**src/fault_sup_pkg.sv**
```systemverilog
// shared constants and carrier types of the driver fault supervisor
package fault_sup_pkg;

  ////////////////////////////////////////////////////////////////////////////
  // clock and timing
  localparam int unsigned CLK_PERIOD_NS = 40;
  // overcurrent qualification time, a least time: rounds up
  localparam int unsigned OCP_QUAL_NS = 2000;
  localparam int unsigned OCP_QUAL_CYC = (OCP_QUAL_NS + CLK_PERIOD_NS - 1) / CLK_PERIOD_NS;
  // automatic retry wait, a least time: rounds up
  localparam int unsigned RETRY_NS = 4000000;
  localparam int unsigned RETRY_CYC = (RETRY_NS + CLK_PERIOD_NS - 1) / CLK_PERIOD_NS;
  // open winding detection time, a least time: rounds up
  localparam int unsigned OPEN_DET_NS = 5000000;
  localparam int unsigned OPEN_DET_CYC = (OPEN_DET_NS + CLK_PERIOD_NS - 1) / CLK_PERIOD_NS;

  ////////////////////////////////////////////////////////////////////////////
  // structure of the power stage
  localparam int unsigned NUM_OUTPUTS = 4;
  localparam int unsigned NUM_BRIDGES = 2;
  localparam int unsigned OUTS_PER_BRIDGE = 2;

  // recovery selection encodings
  localparam logic OVERCURRENT_RECOVERY_SELECT_LATCHED = 1'h0;
  localparam logic OVERCURRENT_RECOVERY_SELECT_RETRY = 1'h1;

  // fault pin values: released level at reset, sinking level
  localparam logic FAULT_PIN_RELEASED = 1'h1;
  localparam logic FAULT_PIN_LOW = 1'h0;

  ////////////////////////////////////////////////////////////////////////////
  // per output current limit, index 0/1 bridge a out1/out2, 2/3 bridge b
  typedef struct packed {
    logic [NUM_OUTPUTS-1:0] high_side;
    logic [NUM_OUTPUTS-1:0] low_side;
  } fet_limit_s;

  // status flags seen by the serial port
  typedef struct packed {
    logic summary_fault_flag;
    logic supply_low_lockout_flag;
    logic pump_low_flag;
    logic overcurrent_flag;
    logic [NUM_OUTPUTS-1:0] highside_short_flag;
    logic [NUM_OUTPUTS-1:0] lowside_short_flag;
    logic open_winding_flag;
    logic open_winding_a_flag;
    logic open_winding_b_flag;
  } fault_flags_s;

  localparam fault_flags_s FLAGS_RESET = '0;

endpackage : fault_sup_pkg

```
**src/driver_fault_supervisor.sv**
```systemverilog
// fault supervision, latched flags, fault pin and output gating
//
// Behaviour
// - fault pin low while any fault present
// - pin released after clean power-up
// - supply lockout: bridges off, pump off
// - supply lockout sets summary; lockout flag only after power-up
// - supply recovery clears summary; lockout flag latched
// - core reset: flags low, pin released
// - power-up: summary set until supply rises
// - pump low: bridges off, flags set
// - pump recovers: resume; pump flag latched
// - qualified overcurrent disables bridge, latches flags
// - per FET short flags, supply/ground side
// - latched mode holds until clear
// - retry mode resumes after wait, condition gone
// - open winding qualified by time, when enabled
// - open winding sets summary, per-winding flags
// - open winding clears only on clear event
`timescale 1ns/10ps
module driver_fault_supervisor
  import fault_sup_pkg::*;
#(
  parameter int unsigned RETRY_CYCLES = RETRY_CYC,
  parameter int unsigned OPEN_DET_CYCLES = OPEN_DET_CYC,
  parameter int unsigned OCP_CYCLES = OCP_QUAL_CYC
) (
  input wire logic i_mclk,
  input wire logic i_sys_rst,
  // supply below the core reset level: digital core held in reset
  input wire logic i_core_rst,
  // comparator with hysteresis: high below falling, low above rising
  input wire logic i_supply_low,
  input wire logic i_pump_low,
  input wire fet_limit_s i_fet_limit,
  // per winding: current below both open threshold and trip level
  input wire logic [NUM_BRIDGES-1:0] i_winding_low,
  input wire logic i_open_winding_detect_enable,
  input wire logic i_overcurrent_recovery_select,
  input wire logic i_clear_faults_cmd,
  input wire logic i_sleep_n_input,
  input wire logic i_fault_out_n_in,
  // open-drain pin: value fixed low, enable low while sinking
  output logic o_fault_out_n,
  output logic o_fault_out_n_oe,
  // wired line seen low, one cycle late
  output logic o_fault_line_low,
  output fault_flags_s o_flags,
  output logic [NUM_BRIDGES-1:0] o_bridge_enable,
  output logic o_pump_enable
);

  ////////////////////////////////////////////////////////////////////////////
  // state

  typedef struct packed {
    // power-up phase: summary set, lockout flag held off
    logic powerup;
    logic sleep_d;
    fault_flags_s flags;
    logic [NUM_BRIDGES-1:0] trip;
    logic [NUM_BRIDGES-1:0] open_hold;
    logic pin_oe;
    logic line_low;
    logic [NUM_BRIDGES-1:0] bridge_en;
    logic pump_en;
  } sup_s;

  sup_s st_r;
  sup_s st_nxt;

  // the core reset wins over everything
  logic core_reset;
  assign core_reset = i_sys_rst | i_core_rst;

  ////////////////////////////////////////////////////////////////////////////
  // clear events and stage gating

  logic sleep_exit;
  logic clear_evt;
  logic retry_mode;
  logic stage_block;

  // rising sleep input ends a reset pulse or a sleep period
  assign sleep_exit = i_sleep_n_input & ~st_r.sleep_d;
  // single-cycle clear, nothing to self-clear in a register
  // a held command simply clears again on every cycle it stays high
  assign clear_evt = i_clear_faults_cmd | sleep_exit;
  // only the retry setting lets the timer release a trip
  assign retry_mode = (i_overcurrent_recovery_select == OVERCURRENT_RECOVERY_SELECT_RETRY);
  // lockout or pump low stops every bridge
  // sleep stops the stage too but leaves every flag as it was
  assign stage_block = i_supply_low | i_pump_low | ~i_sleep_n_input;

  ////////////////////////////////////////////////////////////////////////////
  // qualification of current limit and open winding

  logic [NUM_OUTPUTS-1:0] hs_qual;
  logic [NUM_OUTPUTS-1:0] ls_qual;
  logic [NUM_BRIDGES-1:0] open_qual;
  logic [NUM_BRIDGES-1:0] retry_done;
  logic [NUM_BRIDGES-1:0] trip_start;
  logic [NUM_BRIDGES-1:0] bridge_limit;
  logic [NUM_BRIDGES-1:0] bridge_qual;

  // one filter per FET, so a short names its own output
  genvar g;
  generate
    for (g = 0; g < NUM_OUTPUTS; g++) begin : g_fet
      persist_filter #(.LIMIT(OCP_CYCLES)) u_hs_filt (
        .i_mclk(i_mclk),
        .i_sys_rst(core_reset),
        .i_cond(i_fet_limit.high_side[g]),
        .o_qualified(hs_qual[g])
      );
      // supply short side of the same output
      persist_filter #(.LIMIT(OCP_CYCLES)) u_ls_filt (
        .i_mclk(i_mclk),
        .i_sys_rst(core_reset),
        .i_cond(i_fet_limit.low_side[g]),
        .o_qualified(ls_qual[g])
      );
    end

    for (g = 0; g < NUM_BRIDGES; g++) begin : g_bridge
      localparam int unsigned LO = g * OUTS_PER_BRIDGE;
      // raw limits of both outputs of this bridge
      assign bridge_limit[g] = |{i_fet_limit.high_side[LO +: OUTS_PER_BRIDGE],
                                 i_fet_limit.low_side[LO +: OUTS_PER_BRIDGE]};
      assign bridge_qual[g] = |{hs_qual[LO +: OUTS_PER_BRIDGE], ls_qual[LO +: OUTS_PER_BRIDGE]};
      // a new qualification restarts the wait even while tripped
      assign trip_start[g] = bridge_qual[g];

      retry_timer #(.LIMIT(RETRY_CYCLES)) u_retry (
        .i_mclk(i_mclk),
        .i_sys_rst(core_reset),
        .i_start(trip_start[g]),
        .o_elapsed(retry_done[g])
      );

      persist_filter #(.LIMIT(OPEN_DET_CYCLES)) u_open_filt (
        .i_mclk(i_mclk),
        .i_sys_rst(core_reset),
        .i_cond(i_winding_low[g] & i_open_winding_detect_enable),
        .o_qualified(open_qual[g])
      );
    end
  endgenerate

  ////////////////////////////////////////////////////////////////////////////
  // next state

  logic oc_any_limit;

  // every set below follows its clear, so a cause still present wins
  always_comb begin
    st_nxt = st_r;
    st_nxt.sleep_d = i_sleep_n_input;
    oc_any_limit = |bridge_limit;

    // power-up phase ends once the supply has risen
    // lockout flag stays low while the supply first climbs
    if (!i_supply_low) begin
      st_nxt.powerup = 1'b0;
    end

    // lockout flag cleared only by clear event with supply good
    if (clear_evt && !i_supply_low) begin
      st_nxt.flags.supply_low_lockout_flag = 1'b0;
    end
    // lockout flag set wins over clear; not during power-up
    if (i_supply_low && !st_r.powerup) begin
      st_nxt.flags.supply_low_lockout_flag = 1'b1;
    end

    // pump flag latched until clear with pump good
    if (clear_evt && !i_pump_low) begin
      st_nxt.flags.pump_low_flag = 1'b0;
    end
    if (i_pump_low) begin
      st_nxt.flags.pump_low_flag = 1'b1;
    end

    // short flags clear per FET only when its limit is gone
    for (int k = 0; k < NUM_OUTPUTS; k++) begin
      if (clear_evt && !i_fet_limit.high_side[k]) begin
        st_nxt.flags.highside_short_flag[k] = 1'b0;
      end
      if (clear_evt && !i_fet_limit.low_side[k]) begin
        st_nxt.flags.lowside_short_flag[k] = 1'b0;
      end
      // ground short trips high side, supply short low side
      if (hs_qual[k]) begin
        st_nxt.flags.highside_short_flag[k] = 1'b1;
      end
      if (ls_qual[k]) begin
        st_nxt.flags.lowside_short_flag[k] = 1'b1;
      end
    end

    // overcurrent flag cleared by clear event once no limit is active
    if (clear_evt && !oc_any_limit) begin
      st_nxt.flags.overcurrent_flag = 1'b0;
    end
    if (|bridge_qual) begin
      st_nxt.flags.overcurrent_flag = 1'b1;
    end

    for (int b = 0; b < NUM_BRIDGES; b++) begin
      // latched trip released by clear with limit gone
      if (clear_evt && !bridge_limit[b]) begin
        st_nxt.trip[b] = 1'b0;
      end
      // retry release after the wait, limit gone
      if (retry_mode && retry_done[b]
          && !bridge_limit[b]) begin
        st_nxt.trip[b] = 1'b0;
      end
      if (bridge_qual[b]) begin
        st_nxt.trip[b] = 1'b1;
      end

      // open hold needs condition gone and a clear event
      if (clear_evt && !open_qual[b]) begin
        st_nxt.open_hold[b] = 1'b0;
      end
      if (open_qual[b]) begin
        st_nxt.open_hold[b] = 1'b1;
      end
    end

    // per winding flags follow their holds
    st_nxt.flags.open_winding_a_flag = st_nxt.open_hold[0];
    st_nxt.flags.open_winding_b_flag = st_nxt.open_hold[1];
    st_nxt.flags.open_winding_flag = |st_nxt.open_hold;

    // summary follows the active faults only
    // latched causes reach it through the trip and open holds
    st_nxt.flags.summary_fault_flag = i_supply_low
                                      | i_pump_low
                                      | (|st_nxt.trip)
                                      | (|st_nxt.open_hold);

    // pin driven exactly with the summary flag
    st_nxt.pin_oe = ~st_nxt.flags.summary_fault_flag;

    // bridges off on lockout, pump low or own trip
    for (int b = 0; b < NUM_BRIDGES; b++) begin
      st_nxt.bridge_en[b] = ~stage_block & ~st_nxt.trip[b];
    end
    // pump off in supply lockout or sleep; pump low keeps it running
    st_nxt.pump_en = ~i_supply_low & i_sleep_n_input;

    // wired line may be pulled low by other devices too
    st_nxt.line_low = ~i_fault_out_n_in;
  end

  ////////////////////////////////////////////////////////////////////////////
  // registers

  always_ff @(posedge i_mclk) begin
    if (core_reset) begin
      // flags low and pin released under core reset
      // a power cycle drops every latched trip
      st_r.powerup <= 1'b1;
      // sleep input already high when reset ends must not count as an exit
      st_r.sleep_d <= 1'b1;
      st_r.flags <= FLAGS_RESET;
      st_r.trip <= '0;
      st_r.open_hold <= '0;
      st_r.pin_oe <= FAULT_PIN_RELEASED;
      st_r.line_low <= 1'b0;
      st_r.bridge_en <= '0;
      st_r.pump_en <= 1'b0;
    end else begin
      st_r <= st_nxt;
    end
  end

  ////////////////////////////////////////////////////////////////////////////
  // outputs

  // released (oe high) after a clean power-up
  // open drain: the pin only sinks, the enable does the work
  assign o_fault_out_n = FAULT_PIN_LOW;
  assign o_fault_out_n_oe = st_r.pin_oe;
  assign o_fault_line_low = st_r.line_low;
  assign o_flags = st_r.flags;
  assign o_bridge_enable = st_r.bridge_en;
  assign o_pump_enable = st_r.pump_en;

endmodule : driver_fault_supervisor

```
**src/persist_filter.sv**
```systemverilog
// qualifies a condition that persists longer than a count of cycles
`timescale 1ns/10ps
module persist_filter
  import fault_sup_pkg::*;
#(
  parameter int unsigned LIMIT = OCP_QUAL_CYC
) (
  input wire logic i_mclk,
  input wire logic i_sys_rst,
  input wire logic i_cond,
  output logic o_qualified
);

  localparam int unsigned CW = $clog2(LIMIT + 1);
  localparam logic [CW-1:0] LIMIT_C = CW'(LIMIT);

  typedef struct packed {
    logic [CW-1:0] cnt;
    logic qual;
  } filt_s;

  filt_s st_r;
  filt_s st_nxt;

  always_comb begin
    st_nxt = st_r;
    if (!i_cond) begin
      // any gap restarts the qualification
      st_nxt.cnt = '0;
      st_nxt.qual = 1'b0;
    end else if (st_r.cnt != LIMIT_C) begin
      st_nxt.cnt = st_r.cnt + CW'(1);
    end else begin
      st_nxt.qual = 1'b1;
    end
  end

  always_ff @(posedge i_mclk) begin
    if (i_sys_rst) begin
      st_r <= '0;
    end else begin
      st_r <= st_nxt;
    end
  end

  assign o_qualified = st_r.qual;

endmodule : persist_filter

```
**src/retry_timer.sv**
```systemverilog
// one-shot wait started by a pulse, elapsed level held until next start
`timescale 1ns/10ps
module retry_timer
  import fault_sup_pkg::*;
#(
  parameter int unsigned LIMIT = RETRY_CYC
) (
  input wire logic i_mclk,
  input wire logic i_sys_rst,
  input wire logic i_start,
  output logic o_elapsed
);

  localparam int unsigned CW = $clog2(LIMIT + 1);
  localparam logic [CW-1:0] LIMIT_C = CW'(LIMIT);

  typedef struct packed {
    logic [CW-1:0] cnt;
    logic run;
    logic done;
  } tmr_s;

  tmr_s st_r;
  tmr_s st_nxt;

  always_comb begin
    st_nxt = st_r;
    if (i_start) begin
      st_nxt.cnt = '0;
      st_nxt.run = 1'b1;
      st_nxt.done = 1'b0;
    end else if (st_r.run) begin
      if (st_r.cnt == LIMIT_C - CW'(1)) begin
        st_nxt.run = 1'b0;
        st_nxt.done = 1'b1;
      end else begin
        st_nxt.cnt = st_r.cnt + CW'(1);
      end
    end
  end

  always_ff @(posedge i_mclk) begin
    if (i_sys_rst) begin
      st_r <= '0;
    end else begin
      st_r <= st_nxt;
    end
  end

  assign o_elapsed = st_r.done;

endmodule : retry_timer

```
**config.mk**
```make
export PLATFORM = sky130hd
export DESIGN_NAME = driver_fault_supervisor
export DESIGN_NICKNAME = d
export VERILOG_FILES = /design/src/fault_sup_pkg.sv /design/src/driver_fault_supervisor.sv /design/src/persist_filter.sv /design/src/retry_timer.sv
export SDC_FILE = /design/constraint.sdc
export NUM_CORES = 1
export LEC_CHECK = 0
export ABC_AREA = 1
export BUFFER_PORTS_ARGS = -buffer_cell sky130_fd_sc_hd__buf_4
export CAP_MARGIN = 40
export CORE_MARGIN = 2
export CORE_UTILIZATION = 45
export CTS_CLUSTER_DIAMETER = 80
export DETAILED_ROUTE_END_ITERATION = 8
export REMOVE_ABC_BUFFERS = 1
export SYNTH_ARGS = -nofsm -noshare
export SYNTH_HDL_FRONTEND = slang
export SYNTH_SLANG_ARGS = --single-unit
export TNS_END_PERCENT = 100
```
**constraint.sdc**
```tcl
create_clock -name i_mclk -period 1.49 [get_ports i_mclk]
set_input_delay 0.149 -clock i_mclk [delete_from_list [all_inputs] [get_ports i_mclk]]
set_output_delay 0.149 -clock i_mclk [all_outputs]
set_load 0.1 [all_outputs]
```
==> out/qor.yml <==
logic_synthesis:
  ys_types: 31
  netlist_instances: 1055
  synth_area_um2: 7450
  synth_warn: 0
  ys_seq_area_share_pct: 41.4
  synth_area_per_cell_um2: 7.06
  ys_seq_elements: 154
sta:
  worst_slew_pin_slew_ps: 566
  setup_repair_after_global_routing_missed_its_margin: "true"
  hold_slack_ps: 34.3
  min_period_over_period_pct: 94.4
  final_period_minus_worst_setup_slack_ps: 1410
  setup_violations: 0
  totalNegativeSetupSlack_ps: 0
  report.final.slew_viol_count: 0
  timing.max_slew.rel_slack_pct: 62.2
  finalClockSkew_ps: 8.15
  timing_hold_violations_final: 0
  fmaxAchievable_mhz: 711
route:
  antenna_left: 0
  routed_wirelength_um: 15800
  first_pass_iters: 5
  routedWlPerCell_um: 11.6
  routed_via_density: 4.78
  num_vias: 6505
  drc: 0
  detail_route.iter0.violations: 339
floorplan:
  dieWidth_um: 133
  die_outline_area_um2: 17600
  ioPinCount: 41
  design.core.area_um2: 16400
  placement_rows: 47
  initial_core_util_pct: 45.4
  floorplan.die.height_um: 133
worst_hold_path:
  min_path_type: "in -> reg"
clocking:
  tritoncts.num_buffers: 17
  clock_tree.buffer_depth: 2
  cts_num_sinks: 154
  cts_tree: "built"
  path_clk_slew_ps: 60
  clock_insertion_delay_worst_skew_ps: 420
  clk_root_buffer_cell: "sky130_fd_sc_hd__clkbuf_16"
  ctsHtreeMaxLevel: 4
critical_path:
  worst-setup-path-type: "reg -> reg"
  crit_path_start_kind: "flip-flop"
  endpoint_kind: "flip-flop"
  crit_arrival_ps: 1690
  largest_fanout_of_any_net_on_the_critical_path: 9
  r2r_slack_ps: 80
  timing.critical_path.required_ps: 1770
placed_design:
  globalplace.congestion: 0.876
  post_detailed_placement_cell_area_um2: 8150
  quantity_of_i_o_buffers_inserted_on_ports: 39
  dpl.hpwl_um: 11600
finish:
  drive_gt1_share_pct: 14.8
  fillCellCount: 1608
  final_cell_area_um2: 8880
  layout-area-overhead-vs-synth_pct: 19.3
  antenna_cells: 0
  num-nets-final: 1171
grt:
  grt_remaining_overflow: 0
  grt.total_usage_pct: 18.5
  antenna_violations_before_repair: 0
  grt_first_pass_wirelength_um: 26800
  grt_max_degree: 17
  first_global_vias: 5904
status:
  outcome: "completed"
power:
  power_leakage_nw: 3.40
  p_per_area_nw_per_um2: 959
  worst_ir_drop_vdd_mv: 0.793
job:
  max-cap-violations: 0
[report_power, final]
part	switching, mW	internal, mW	leakage, nW
logic	0.205	0.104	1.89
registers	0.0180	4.14	1.25
clock network	1.74	2.31	0.262
[layout by cell type (no fill, tap or decap), drive strengths merged, types with 19 or more instances in the layout]
master / Yosys / final
nand4: 36 / 36
clkbuf: 4 / 19
dfxtp: 154 / 154
nor2: 135 / 135
a21oi: 103 / 103
nand3: 86 / 86
o21ai: 44 / 44
inv: 144 / 147
buf: 30 / 86
nand2: 224 / 224
nor3: 22 / 22
ha: 22 / 22
[synth_stat cells (all sizes together)]
cell type | n | area share, %
xor2 | 17 | 2.0
or2 | 9 | 0.76
a21oi | 103 | 6.9
nand4 | 36 | 3.0
xnor2 | 9 | 1.1
and2 | 2 | 0.17
nor3b | 1 | 0.10
a31oi | 1 | 0.084
o21ai | 44 | 3.0
a211oi | 5 | 0.50
nand3b | 5 | 0.50
nand2 | 224 | 11
buf | 30 | 2.8
inv | 144 | 7.3
nor2 | 135 | 7.1
ha | 22 | 3.7
conb | 1 | 0.050
nor4 | 1 | 0.29
dfxtp | 154 | 41
nor3 | 22 | 1.5
clkbuf | 4 | 0.20
nand3 | 86 | 6.1
[layout make-up]
class                      count  area (um2)  share of cell area (%)
multi-input combinational    723        3710                    41.7
sequential                   154        3100                    34.9
timing repair buffer          89         707                    7.96
inverter                     144         541                    6.08
clock buffer                  19         433                    4.87
tap                          220         275                    3.10
clock inverter                12         118                    1.32
[metal layers]
metal	share of wire (%)	track usage, %
met5	0	0
met1	51	25.1
met4	0.63	4.36
met3	2.9	4.29
met2	46	30.1
[registers in the layout, summed over array words and instances, names as in the netlist, 2 cells and up]
| signal | flops |
|---|---|
| o_flags | 14 |
| g_bridge.u_retry.st_r | 36 |
| g_fet.u_hs_filt.o_qualified | 4 |
| g_fet.u_ls_filt.o_qualified | 4 |
| o_bridge_enable | 2 |
| g_fet.u_hs_filt.st_r | 24 |
| g_fet.u_ls_filt.st_r | 24 |
| st_r | 5 |
| g_bridge.u_open_filt.st_r | 34 |
| g_bridge.u_open_filt.o_qualified | 2 |
| g_bridge.u_retry.o_elapsed | 2 |
[stage by stage]
| step | std cells | worst slack [ps] | total power, mW | util, % |
|---|---|---|---|---|
| 6_report | 1361 | 83.8 | 8.52 | 54.1 |
| 5_1_grt | 1361 | -25.6 | 8.82 | 54.1 |
| 4_1_cts | 1360 | -2.36 | 8.62 | 53.2 |
| 3_5_place_dp | 1326 | 10.8 | 4.55 | 49.7 |
| 3_3_place_gp | 1326 | 15.8 | 4.55 | 49.7 |
| 2_1_floorplan | 1021 | -103 | 4.41 | - |
[worst paths after layout]
check	start	to	depth (start not counted)
min reg2reg	g_bridge[1].u_retry.o_elapsed	g_bridge[1].u_retry.o_elapsed	2
max	g_bridge[0].u_retry.st_r[2]	g_bridge[0].u_retry.st_r[18]	8
min	i_supply_low	o_flags[13]	3
max reg2reg	g_bridge[0].u_retry.st_r[2]	g_bridge[0].u_retry.st_r[18]	8
[critical path: stages, from the launching register on]
cell and delay [ps]:
sky130_fd_sc_hd__dfxtp_4 370, sky130_fd_sc_hd__ha_4 140, sky130_fd_sc_hd__nand2_1 90, sky130_fd_sc_hd__nor2_4 180, sky130_fd_sc_hd__nand3_4 130, sky130_fd_sc_hd__nand2_8 110, sky130_fd_sc_hd__inv_1 120, sky130_fd_sc_hd__nand2_1 90
sky130_fd_sc_hd__a21oi_1 50
[what timing repair did]
action	CTS	global route
endpoints found under the setup margin	2	45
hold endpoints to repair	3	0
resized for setup	0	46
pin swaps	0	4
setup buffers	0	1
hold buffers	3	0
[cell families after synthesis]
group / Yosys count / share of synthesized area, %
AO/OA/AOI/OAI: 153 / 10.5
XOR/XNOR: 26 / 3.06
adder cells (fa/ha/maj): 22 / 3.70
buffers and inverters: 178 / 10.3
flip-flops: 154 / 41.4
other: 1 / 0.0504
AND/OR/NAND/NOR: 521 / 31.0
Note: power is estimated with default switching activity, not from simulation.
